### config.mk
export PLATFORM = sky130hd
export DESIGN_NAME = pif_host_flat
export DESIGN_NICKNAME = d
export VERILOG_FILES = /design/src/pif_pkg.sv /design/src/pif_if.sv /design/src/pif_host.sv /design/src/flat_wrapper.sv
export SDC_FILE = /design/constraint.sdc
export NUM_CORES = 1
export LEC_CHECK = 0
export BUFFER_PORTS_ARGS = -buffer_cell sky130_fd_sc_hd__buf_2
export CAP_MARGIN = 20
export CORE_ASPECT_RATIO = 1.75
export CORE_MARGIN = 4
export CORE_UTILIZATION = 55
export CTS_BUF_LIST = sky130_fd_sc_hd__clkbuf_4 sky130_fd_sc_hd__clkbuf_8 sky130_fd_sc_hd__clkbuf_16
export DETAILED_ROUTE_END_ITERATION = 7
export PLACE_DENSITY = 0.84
export SYNTH_ARGS = -nofsm -noshare
export SYNTH_HDL_FRONTEND = slang
export SYNTH_SLANG_ARGS = --single-unit
### constraint.sdc
create_clock -name pclk -period 3.55 [get_ports pclk]
set_clock_uncertainty 0.15 [all_clocks]
set_input_delay 0.71 -clock pclk [delete_from_list [all_inputs] [get_ports pclk]]
set_output_delay 0.71 -clock pclk [all_outputs]
set_load 0.1 [all_outputs]
### src/pif_pkg.sv
// Package of constants and types shared by both ends of the peripheral interrupt flag block.
package pif_pkg;

  // ********************************************************************
  // Flag register layout
  // ********************************************************************
  localparam logic [7:0] PIF_FLAGS_OFFSET = 8'h0c;
  localparam logic [7:0] PIF_FLAGS_RESET = 8'h00;
  localparam int PIF_PARALLEL_BIT = 7;
  localparam int PIF_CONV_BIT = 6;
  localparam int PIF_RX_BIT = 5;
  localparam int PIF_TX_BIT = 4;
  localparam int PIF_SYNC_BIT = 3;
  localparam int PIF_CC_BIT = 2;
  localparam int PIF_PERIOD_BIT = 1;
  localparam int PIF_OVF_BIT = 0;
  // Bits software may load; the two serial buffer bits are excluded.
  localparam logic [7:0] PIF_WRITABLE_MASK = 8'hcf;

  // ********************************************************************
  // Controller registers on APB
  // ********************************************************************
  localparam logic [11:0] PIF_CTRL_OFFSET = 12'h000;
  localparam logic [11:0] PIF_WDATA_OFFSET = 12'h004;
  localparam logic [11:0] PIF_FLAGS_RD_OFFSET = 12'h008;
  localparam logic [11:0] PIF_IRQ_STATUS_OFFSET = 12'h00c;
  localparam logic [11:0] PIF_IRQ_CLEAR_OFFSET = 12'h010;
  localparam logic [11:0] PIF_IRQ_ENABLE_OFFSET = 12'h014;
  localparam logic [31:0] PIF_CTRL_RESET = 32'h0000_0000;
  localparam int PIF_CTRL_REQ_BIT = 0;
  localparam int PIF_CTRL_RD_BIT = 1;
  localparam int PIF_CTRL_PIE_BIT = 2;
  localparam int PIF_CTRL_RXRD_BIT = 3;
  localparam int PIF_CTRL_TXWR_BIT = 4;
  localparam int PIF_EVT_DONE_BIT = 0;
  localparam int PIF_EVT_REQ_BIT = 1;

  // Capture/compare unit modes.
  typedef enum logic [1:0] {
    PIF_CC_CAPTURE = 2'h0,
    PIF_CC_COMPARE = 2'h1,
    PIF_CC_PWM = 2'h3
  } pif_cc_mode_t;

  // Host access sequencer states, Gray coded along idle, access, done.
  typedef enum logic [1:0] {
    PIF_ST_IDLE = 2'b00,
    PIF_ST_ACCESS = 2'b01,
    PIF_ST_DONE = 2'b11
  } pif_state_t;

endpackage : pif_pkg

### src/pif_if.sv
// Interface joining the flag register to the processor-side controller.
`timescale 1ns/10ps
`default_nettype none
interface pif_if (
  input wire logic pclk,
  input wire logic presetn
);
  logic [7:0] wr_data;
  logic wr_en;
  logic rd_en;
  logic [7:0] rd_data;
  logic rx_data_read;
  logic tx_data_write;
  logic [7:0] int_enable;
  logic peripheral_int_enable;
  logic periph_irq;

  modport device (
    input wr_data, wr_en, rd_en, rx_data_read, tx_data_write,
    input int_enable, peripheral_int_enable,
    output rd_data, periph_irq
  );
  modport host (
    output wr_data, wr_en, rd_en, rx_data_read, tx_data_write,
    output int_enable, peripheral_int_enable,
    input rd_data, periph_irq
  );
endinterface : pif_if
`default_nettype wire

### src/pif_host.sv
// Processor-side controller driving the flag register, with an APB slave.
//
// Local design decision: the APB slave port.
`timescale 1ns/10ps
`default_nettype none
module pif_host (
  input wire logic pclk,
  input wire logic presetn,
  pif_if.host link,
  input wire logic psel,
  input wire logic penable,
  input wire logic pwrite,
  input wire logic [11:0] paddr,
  input wire logic [31:0] pwdata,
  output logic [31:0] prdata,
  output logic pready,
  output logic pslverr,
  output logic irq
);

  // ********************************************************************
  // Register decode
  // ********************************************************************
  logic [31:0] ctrl_q;
  logic [7:0] wdata_q;
  logic [7:0] flags_seen_q;
  logic [1:0] status_q;
  logic [1:0] enable_q;
  logic [31:0] rdata_d;
  logic wr_acc;
  logic rd_acc;
  logic hit;
  logic done_evt;
  logic req_evt;
  logic req_q;
  pif_pkg::pif_state_t state_q;
  pif_pkg::pif_state_t state_d;
  // Named register selects and write strobes, decoded once and shared.
  logic sel_ctrl;
  logic sel_wdata;
  logic sel_flags;
  logic sel_status;
  logic sel_clear;
  logic sel_enable;
  logic ctrl_wr;
  logic wdata_wr;
  logic clear_wr;
  logic enable_wr;
  logic start_access;
  logic [1:0] status_clr;
  logic [1:0] status_set;

  function automatic logic sel(input logic [11:0] a, input logic [11:0] off);
    sel = (a == off);
  endfunction : sel

  // Each register select is decoded once; the read mux, write strobes and hit decode all draw on these.
  assign sel_ctrl = sel(paddr, pif_pkg::PIF_CTRL_OFFSET);
  assign sel_wdata = sel(paddr, pif_pkg::PIF_WDATA_OFFSET);
  assign sel_flags = sel(paddr, pif_pkg::PIF_FLAGS_RD_OFFSET);
  assign sel_status = sel(paddr, pif_pkg::PIF_IRQ_STATUS_OFFSET);
  assign sel_clear = sel(paddr, pif_pkg::PIF_IRQ_CLEAR_OFFSET);
  assign sel_enable = sel(paddr, pif_pkg::PIF_IRQ_ENABLE_OFFSET);

  // Writes take effect only in the access phase; read data is taken at setup.
  assign wr_acc = psel & penable & pwrite;
  assign rd_acc = psel & ~pwrite;
  assign ctrl_wr = wr_acc & sel_ctrl;
  assign wdata_wr = wr_acc & sel_wdata;
  assign clear_wr = wr_acc & sel_clear;
  assign enable_wr = wr_acc & sel_enable;
  // An address outside the map answers with an error and has no effect.
  assign hit = sel_ctrl | sel_wdata | sel_flags | sel_status | sel_clear | sel_enable;

  // Read mux; the clear register is write-only and reads zero.
  always_comb begin
    rdata_d = 32'h0000_0000;
    if (sel_ctrl) begin
      rdata_d = ctrl_q;
    end else if (sel_wdata) begin
      rdata_d = {24'h00_0000, wdata_q};
    end else if (sel_flags) begin
      rdata_d = {24'h00_0000, flags_seen_q};
    end else if (sel_status) begin
      rdata_d = {30'h000_0000, status_q};
    end else if (sel_enable) begin
      rdata_d = {30'h000_0000, enable_q};
    end
  end

  // No wait state: setup cycle, then the access phase answers at once.
  // The error flag and read data stand on the same cycle as the ready.
  always_ff @(posedge pclk or negedge presetn) begin
    if (!presetn) begin
      prdata <= 32'h0000_0000;
      pready <= 1'b0;
      pslverr <= 1'b0;
    end else begin
      pready <= psel & ~penable;
      pslverr <= psel & ~penable & ~hit;
      prdata <= rd_acc ? rdata_d : 32'h0000_0000;
    end
  end

  // ********************************************************************
  // Access sequencer toward the flag register
  // ********************************************************************
  // Control writes with the request bit start one flag access.
  always_comb begin
    state_d = state_q;
    case (state_q)
      pif_pkg::PIF_ST_IDLE: begin
        if (ctrl_q[pif_pkg::PIF_CTRL_REQ_BIT]) begin
          state_d = pif_pkg::PIF_ST_ACCESS;
        end
      end
      pif_pkg::PIF_ST_ACCESS: state_d = pif_pkg::PIF_ST_DONE;
      default: state_d = pif_pkg::PIF_ST_IDLE;
    endcase
  end

  assign done_evt = (state_q == pif_pkg::PIF_ST_DONE);
  assign req_evt = link.periph_irq & ~req_q;

  always_ff @(posedge pclk or negedge presetn) begin
    if (!presetn) begin
      state_q <= pif_pkg::PIF_ST_IDLE;
      req_q <= 1'b0;
      flags_seen_q <= 8'h00;
    end else begin
      state_q <= state_d;
      req_q <= link.periph_irq;
      if (done_evt) begin
        flags_seen_q <= link.rd_data;
      end
    end
  end

  // Control and data registers; the request bit self-clears on start.
  always_ff @(posedge pclk or negedge presetn) begin
    if (!presetn) begin
      ctrl_q <= pif_pkg::PIF_CTRL_RESET;
      wdata_q <= 8'h00;
      enable_q <= 2'b00;
    end else begin
      if (ctrl_wr) begin
        ctrl_q <= pwdata;
      end else if (state_q == pif_pkg::PIF_ST_IDLE) begin
        ctrl_q[pif_pkg::PIF_CTRL_REQ_BIT] <= 1'b0;
      end
      if (wdata_wr) begin
        wdata_q <= pwdata[7:0];
      end
      if (enable_wr) begin
        enable_q <= pwdata[1:0];
      end
    end
  end

  // ********************************************************************
  // Interrupt status
  // ********************************************************************
  // Ones written to the clear register drop status bits; nothing else does.
  assign status_clr = clear_wr ? pwdata[1:0] : 2'b00;

  // Event positions come from the package so software and logic agree.
  always_comb begin
    status_set = 2'b00;
    status_set[pif_pkg::PIF_EVT_DONE_BIT] = done_evt;
    status_set[pif_pkg::PIF_EVT_REQ_BIT] = req_evt;
  end

  // Sticky status: a new event wins over a clear in the same cycle.
  // The output is registered, so it trails the status by one cycle.
  always_ff @(posedge pclk or negedge presetn) begin
    if (!presetn) begin
      status_q <= 2'b00;
      irq <= 1'b0;
    end else begin
      status_q <= (status_q & ~status_clr) | status_set;
      irq <= |(status_q & enable_q);
    end
  end

  // Strobes fire in the cycle the sequencer enters its access state, so
  // each control write with the request bit yields exactly one strobe of each selected kind.
  assign start_access = (state_d == pif_pkg::PIF_ST_ACCESS);

  // Strobes toward the device; software is expected to clear flags
  // before it raises enables.
  always_ff @(posedge pclk or negedge presetn) begin
    if (!presetn) begin
      link.wr_en <= 1'b0;
      link.rd_en <= 1'b0;
      link.wr_data <= 8'h00;
      link.rx_data_read <= 1'b0;
      link.tx_data_write <= 1'b0;
      link.int_enable <= 8'h00;
      link.peripheral_int_enable <= 1'b0;
    end else begin
      link.wr_en <= start_access && !ctrl_q[pif_pkg::PIF_CTRL_RD_BIT];
      link.rd_en <= start_access && ctrl_q[pif_pkg::PIF_CTRL_RD_BIT];
      link.wr_data <= wdata_q;
      link.rx_data_read <= start_access && ctrl_q[pif_pkg::PIF_CTRL_RXRD_BIT];
      link.tx_data_write <= start_access && ctrl_q[pif_pkg::PIF_CTRL_TXWR_BIT];
      link.int_enable <= ctrl_q[15:8];
      link.peripheral_int_enable <= ctrl_q[pif_pkg::PIF_CTRL_PIE_BIT];
    end
  end

endmodule : pif_host
`default_nettype wire

### src/flat_wrapper.sv
// flat-port wrapper written by rule: the top's interface ports become plain ports
module pif_host_flat 
  (pclk, presetn, psel, penable, pwrite, paddr, pwdata, prdata, pready, pslverr, irq, link_wr_data, link_wr_en, link_rd_en, link_rx_data_read, link_tx_data_write, link_int_enable, link_peripheral_int_enable, link_rd_data, link_periph_irq);
  pif_if link_i (.pclk(pclk), .presetn(presetn));
  input wire logic pclk;
  input wire logic presetn;
  input wire logic psel;
  input wire logic penable;
  input wire logic pwrite;
  input wire logic [11:0] paddr;
  input wire logic [31:0] pwdata;
  output logic [31:0] prdata;
  output logic pready;
  output logic pslverr;
  output logic irq;
  output wire logic [$bits(link_i.wr_data)-1:0] link_wr_data;
  output wire logic [$bits(link_i.wr_en)-1:0] link_wr_en;
  output wire logic [$bits(link_i.rd_en)-1:0] link_rd_en;
  output wire logic [$bits(link_i.rx_data_read)-1:0] link_rx_data_read;
  output wire logic [$bits(link_i.tx_data_write)-1:0] link_tx_data_write;
  output wire logic [$bits(link_i.int_enable)-1:0] link_int_enable;
  output wire logic [$bits(link_i.peripheral_int_enable)-1:0] link_peripheral_int_enable;
  input wire logic [$bits(link_i.rd_data)-1:0] link_rd_data;
  input wire logic [$bits(link_i.periph_irq)-1:0] link_periph_irq;
  assign link_wr_data = link_i.wr_data;
  assign link_wr_en = link_i.wr_en;
  assign link_rd_en = link_i.rd_en;
  assign link_rx_data_read = link_i.rx_data_read;
  assign link_tx_data_write = link_i.tx_data_write;
  assign link_int_enable = link_i.int_enable;
  assign link_peripheral_int_enable = link_i.peripheral_int_enable;
  assign link_i.rd_data = link_rd_data;
  assign link_i.periph_irq = link_periph_irq;
  pif_host u_core (.pclk(pclk), .presetn(presetn), .link(link_i), .psel(psel), .penable(penable), .pwrite(pwrite), .paddr(paddr), .pwdata(pwdata), .prdata(prdata), .pready(pready), .pslverr(pslverr), .irq(irq));
endmodule
==> results_dict.tcl, run 1 <==
set metrics [dict create \
    outcome "finished, final reports clean" \
    arrival_ns 2.58 \
    syn_area_per_cell_sq_um 15.0 \
    synth-seq-cells 111 \
    power.switching_uw 482 \
    drv_cap 0 \
    wl_mm 7.89 \
    drive_gt1_frac 0.423 \
    clock-sinks 111 \
    p_sw_frac 0.208 \
    io_buffer_count 113 \
    yosysUniqueCellTypes 33 \
    grt_pass1_wl_mm 12.6 \
    grt_pass1_vias 2585 \
    reg2reg_setup_slack_ns 2.15 \
    seqCellArea_sq_um 2780 \
    synth_fp_nets 327 \
    synthTopCellsByArea "dfrtp_1 69%, mux2_1 8.1%, mux2_2 5.6%, and2_1 3.2%, mux2i_1 1.7%" \
    die-width_microns 72.8 \
    core_sq_um 7180 \
    fin_crit_ns 2.52 \
    hold_violations 0 \
    synthCells 269 \
    yosysTopAreaCell "dfrtp_1" \
    fp.dieH_microns 121 \
    reg2reg_from "u_core.state_q[1]" \
    start_util 0.563 \
    power_frac_seq 0.551 \
    worst_pin_slew_ns 0.669 \
    cts_root_buffer "clkbuf_16" \
    die_area_sq_um 8840 \
    fin_area_sq_um 4990 \
    worstReg2RegEnd "u_core.flags_seen_q[7]" \
    crit_path_max_incr_delay_ns 0.56 \
    path_class "input port to flop" \
    crit_family "simple AND/OR/NAND/NOR gates" \
    routedWlPerCell_microns 16.5 \
    startpoint "paddr[0]" \
    ys_async_sr_fraction 1.00 \
    clockBufferDepth 2 \
    clk_pin_slew_ns 0.07 \
    grt_max_degree 59 \
    slew_violations 0 \
    postPlaceCellArea_sq_um 4700 \
    cp-start-kind "input port" \
    end_kind "flop" \
    clkPwrFrac 0.406 \
    ys_seq_area_frac 0.687 \
    rows 41 \
    grt-ovfl-total 0 \
    antenna_cells 0 \
    final_cells 478 \
    synth-edff-count 0 \
    nNetsFinal 445 \
    cts-resized-gates 0 \
    p_leak_uw 0.00280 \
    layout_common_cells "112 x buf_2, 111 x dfrtp_1, 29 x mux2_1, 21 x and2_1, 20 x mux2_2" \
    ctsHoldBuffers 0 \
    synth_area_sq_um 4040 \
    max_freq_ghz 0.397 \
    htreeDepth 3 \
    cp_slowest_cell "or4_4" \
    dr.pass1.iters 4 \
    vias 2493 \
    ir_drop_mv 0.343 \
    rsz0062_at_grt "no" \
    path_buf_inv 2 \
    insertion_delay_ns 0.33 \
    critPathRequiredTime_ns 3.61 \
    syn2layout_area_growth_pct 23.4 \
    relSlewSlack 0.554 \
    fin_crit_sh 0.709 \
    final_common_cell "buf_2" \
    antenna_found_initial 0 \
    total_power_uw 2310 \
    hpwl_mm 5.77 \
    multi_input_area_sq_um 1200 \
    cts_tree "built" \
    drc 0 \
    cp_num_cells 6 \
    fin_util 0.695 \
    grt_usage 0.191 \
    yosys_warnings 0 \
    fill_cells 516 \
    drt_iter0_markers 160 \
    cts_buffers 9 \
    worstPathCellList "buf_2 > or4_4 > nor4_4 > nand3_2 > buf_4 > mux2_1" \
    p_per_area_nw_per_um2 464 \
    pin_count 114 \
    cts_setup_buffers 0 \
    r2r_cells 2 \
    ys.flop_type "dfrtp_1" \
    dp_cells 462 \
    combPwrFrac 0.043 \
    hold_depth 0 \
    crit_fanout 32 \
    yosysTopAreaCellShare 0.687 \
    via_per_inst 5.22 \
    crit_end "u_core.ctrl_q[10]" \
    ant_nets 0 \
    hp-class "flop to flop" \
    setup_viol 0 \
    setup_tns_ns 0 \
    p_int_uw 1830 \
    gp_congestion 0.812 \
]
-- cell families after synthesis --
kind of cell / share of synthesized area
flip-flops: 0.687
multiplexers: 0.154
AND/OR/NAND/NOR: 0.110
buffers and inverters: 0.0158
AO/OA/AOI/OAI: 0.0331
-- worst min-delay path by stage --
stage,startpoint,endpoint,slack [ns]
6_report,u_core.ctrl_q[15],u_core.link.int_enable[7],0.24
5_1_grt,u_core.ctrl_q[13],u_core.link.int_enable[5],0.27
3_3_place_gp,u_core.ctrl_q[15],u_core.link.int_enable[7],0.22
4_1_cts,u_core.ctrl_q[15],u_core.link.int_enable[7],0.24
3_5_place_dp,u_core.ctrl_q[15],u_core.link.int_enable[7],0.23
2_1_floorplan,u_core.ctrl_q[8],u_core.link.int_enable[0],0.21
-- final cells by class --
type | instances | share of cell area
Multi-Input combinational cell | 146 | 0.241
Timing Repair Buffer | 116 | 0.121
Clock inverter | 4 | 0.00552
Tap cell | 86 | 0.0216
Sequential cell | 111 | 0.557
Clock buffer | 12 | 0.0522
Inverter | 3 | 0.00226
-- registers in the layout, summed over array words and instances (netlist names) --
name and cells:
u_core.link.tx_data_write 1, u_core.link.wr_data 8, u_core.link.rx_data_read 1, u_core.link.rd_en 1
u_core.link.wr_en 1, u_core.req_q 1, u_core.pslverr 1, u_core.flags_seen_q 8
u_core.irq 1, u_core.link.peripheral_int_enable 1, u_core.pready 1, u_core.status_q 2
u_core.wdata_q 8, u_core.enable_q 2, u_core.ctrl_q 32, u_core.state_q 2
u_core.link.int_enable 8, u_core.prdata 32
-- power by group through the flow --
stage	registers [uW]	logic [uW]	clock network (uW)
2_1_floorplan	1310	22.2	0
3_3_place_gp	1300	98.4	0
3_5_place_dp	1300	101	0
4_1_cts	1270	101	970
5_1_grt	1270	111	1020
6_report	1270	99.4	940
-- through the flow --
step	worst slack, ns	hold slack, ns
final	1.03	0.238
after global routing	0.933	0.269
after CTS	1.03	0.240
after detailed placement	0.687	0.226
after global placement	0.766	0.219
after floorplan	0.982	0.213
-- Yosys cell counts, types with 4 or more instances --
cell type,n
a21oi_1,6
and2_1,21
and2_2,4
and3_1,4
clkbuf_1,4
dfrtp_1,111
mux2_1,29
mux2_2,20
mux2i_1,7
nand2_1,6
nor2_1,17
o21ai_0,4
-- metal layers --
layer,routed length (microns),global-route usage
met4,145,0.0727
met3,479,0.0498
met1,2880,0.214
met5,0,0
met2,4380,0.339
No activity file was read; power rests on OpenSTA's default activity.
==> run 2, diff against run 1 <==
--- a/config.mk
+++ b/config.mk
@@ -9,10 +9,10 @@
 export CAP_MARGIN = 20
 export CORE_ASPECT_RATIO = 1.75
 export CORE_MARGIN = 4
-export CORE_UTILIZATION = 55
+export CORE_UTILIZATION = 51
 export CTS_BUF_LIST = sky130_fd_sc_hd__clkbuf_4 sky130_fd_sc_hd__clkbuf_8 sky130_fd_sc_hd__clkbuf_16
 export DETAILED_ROUTE_END_ITERATION = 7
-export PLACE_DENSITY = 0.84
+export PLACE_DENSITY = 0.78
 export SYNTH_ARGS = -nofsm -noshare
 export SYNTH_HDL_FRONTEND = slang
 export SYNTH_SLANG_ARGS = --single-unit
==> constraint.sdc (replaced) <==
create_clock -name pclk -period 2.6 [get_ports pclk]
set_clock_uncertainty 0.15 [all_clocks]
set_input_delay 0.52 -clock pclk [delete_from_list [all_inputs] [get_ports pclk]]
set_output_delay 0.52 -clock pclk [all_outputs]
set_load 0.1 [all_outputs]
==> run 2 against run 1 <==
  * Sequential power grew 37%
  * First-iteration DRC count down 18%
  * Worst setup slack got worse by 0.65 ns
  * Largest cell class unchanged
==> results_dict.tcl, run 2 (same netlist as run 1, synthesis figures left out) <==
set metrics [dict create \
    core_sq_um 7670 \
    slew_violations 0 \
    hpwl_mm 5.80 \
    hp-class "input port to async pin" \
    fin_crit_ns 2.21 \
    seqCellArea_sq_um 2780 \
    wl_mm 7.80 \
    nNetsFinal 449 \
    cts_root_buffer "clkbuf_16" \
    antenna_cells 0 \
    gp_congestion 0.819 \
    path_class "input port to flop" \
    relSlewSlack 0.621 \
    syn2layout_area_growth_pct 24.6 \
    worstPathCellList "buf_2 > or4_4 > or3_4 > nor4_4 > buf_12 > and2_2" \
    grt_pass1_wl_mm 12.6 \
    pin_count 114 \
    path_buf_inv 2 \
    die_area_sq_um 9470 \
    fp.dieH_microns 126 \
    via_per_inst 5.12 \
    clk_pin_slew_ns 0.06 \
    met1_usage 0.191 \
    drt_iter0_markers 132 \
    clockBufferDepth 2 \
    fin_area_sq_um 5040 \
    worstReg2RegEnd "u_core.flags_seen_q[2]" \
    start_util 0.527 \
    arrival_ns 2.34 \
    htreeDepth 3 \
    cp_num_cells 6 \
    cts_buffers 9 \
    cp-start-kind "input port" \
    cp_slowest_cell "or4_4" \
    fin_crit_sh 0.852 \
    drc 0 \
    end_kind "flop" \
    vias 2472 \
    crit_fanout 24 \
    multi_input_area_sq_um 1200 \
    hold_violations 0 \
    grt-ovfl-total 0 \
    crit_family "simple AND/OR/NAND/NOR gates" \
    dr.pass1.iters 4 \
    reg2reg_setup_slack_ns 1.19 \
    setup_viol 0 \
    cts_setup_buffers 0 \
    critPathRequiredTime_ns 2.73 \
    postPlaceCellArea_sq_um 4760 \
    io_buffer_count 113 \
    r2r_cells 2 \
    p_per_area_nw_per_um2 625 \
    rsz0062_at_grt "no" \
    layout_common_cells "112 x buf_2, 111 x dfrtp_1, 29 x mux2_1, 21 x and2_1, 20 x mux2_2" \
    fill_cells 588 \
    reg_top3 "u_core.ctrl_q x32, u_core.prdata x32" \
    p_leak_uw 0.00282 \
    die-width_microns 75.3 \
    routedWlPerCell_microns 16.1 \
    drive_gt1_frac 0.428 \
    rows 42 \
    top_usage_layer "met2" \
    ir_drop_mv 0.469 \
    final_common_cell "buf_2" \
    drv_cap 0 \
    worst_pin_slew_ns 0.569 \
    cts-resized-gates 0 \
    outcome "finished, final reports clean" \
    grtUsageMet3 0.0463 \
    insertion_delay_ns 0.34 \
    clock-sinks 111 \
    grt_max_degree 45 \
    fin_util 0.657 \
    crit_path_max_incr_delay_ns 0.56 \
    setup_tns_ns 0 \
    grtUsageMet2 0.307 \
    reg2reg_from "u_core.state_q[1]" \
    grt_pass1_vias 2598 \
    cts_tree "built" \
    grt_usage 0.176 \
    ant_nets 0 \
    ctsHoldBuffers 0 \
    antenna_found_initial 0 \
    max_freq_ghz 0.452 \
]
## run 2: cell count changes in the layout (fill, tap and decap cells not counted)
cell	before	now
buf_12	1	3
buf_4	3	5
clkinv_4	0	1
inv_6	2	0
## run 2: worst max-delay path by stage
stage | start | end | slack [ns]
2_1_floorplan | paddr[0] | u_core.prdata[11] | 0.22
3_5_place_dp | paddr[0] | u_core.prdata[14] | 0.03
6_report | paddr[0] | u_core.prdata[10] | 0.39
4_1_cts | paddr[0] | u_core.prdata[23] | 0.39
5_1_grt | paddr[0] | u_core.prdata[23] | 0.34
3_3_place_gp | paddr[0] | u_core.prdata[8] | 0.09
## run 2: through the flow
stage / instances / total power, uW / hold slack (ns) / setup slack (ns)
6_report: 483 / 3150 / 0.0229 / 0.385
5_1_grt: 483 / 3270 / 0.0662 / 0.345
4_1_cts: 483 / 3190 / 0.0346 / 0.389
3_5_place_dp: 468 / 1920 / 0.226 / 0.0335
3_3_place_gp: 468 / 1910 / 0.218 / 0.0894
2_1_floorplan: 269 / 1820 / 0.0744 / 0.222
## run 2: area by class of cell
cell class              count  area share
clock inverters             3     0.00373
multi-input cells         146       0.238
clock buffers              12      0.0517
repair buffers            120       0.131
flip-flops and latches    111       0.551
well taps                  88      0.0219
inverters                   3     0.00224
## run 2: layer usage
layer	vias up	wire [microns]
li1	1167	-
met1	1212	2790
met2	77	4320
met3	16	470
met4	0	221
met5	-	0
## run 2: where the power goes
group          internal [uW]  leakage [uW]  switching (uW)
sequential              1740       0.00152            4.26
clock                    706      0.000142             565
combinational           53.0       0.00116            85.5
total                   2490       0.00282             655
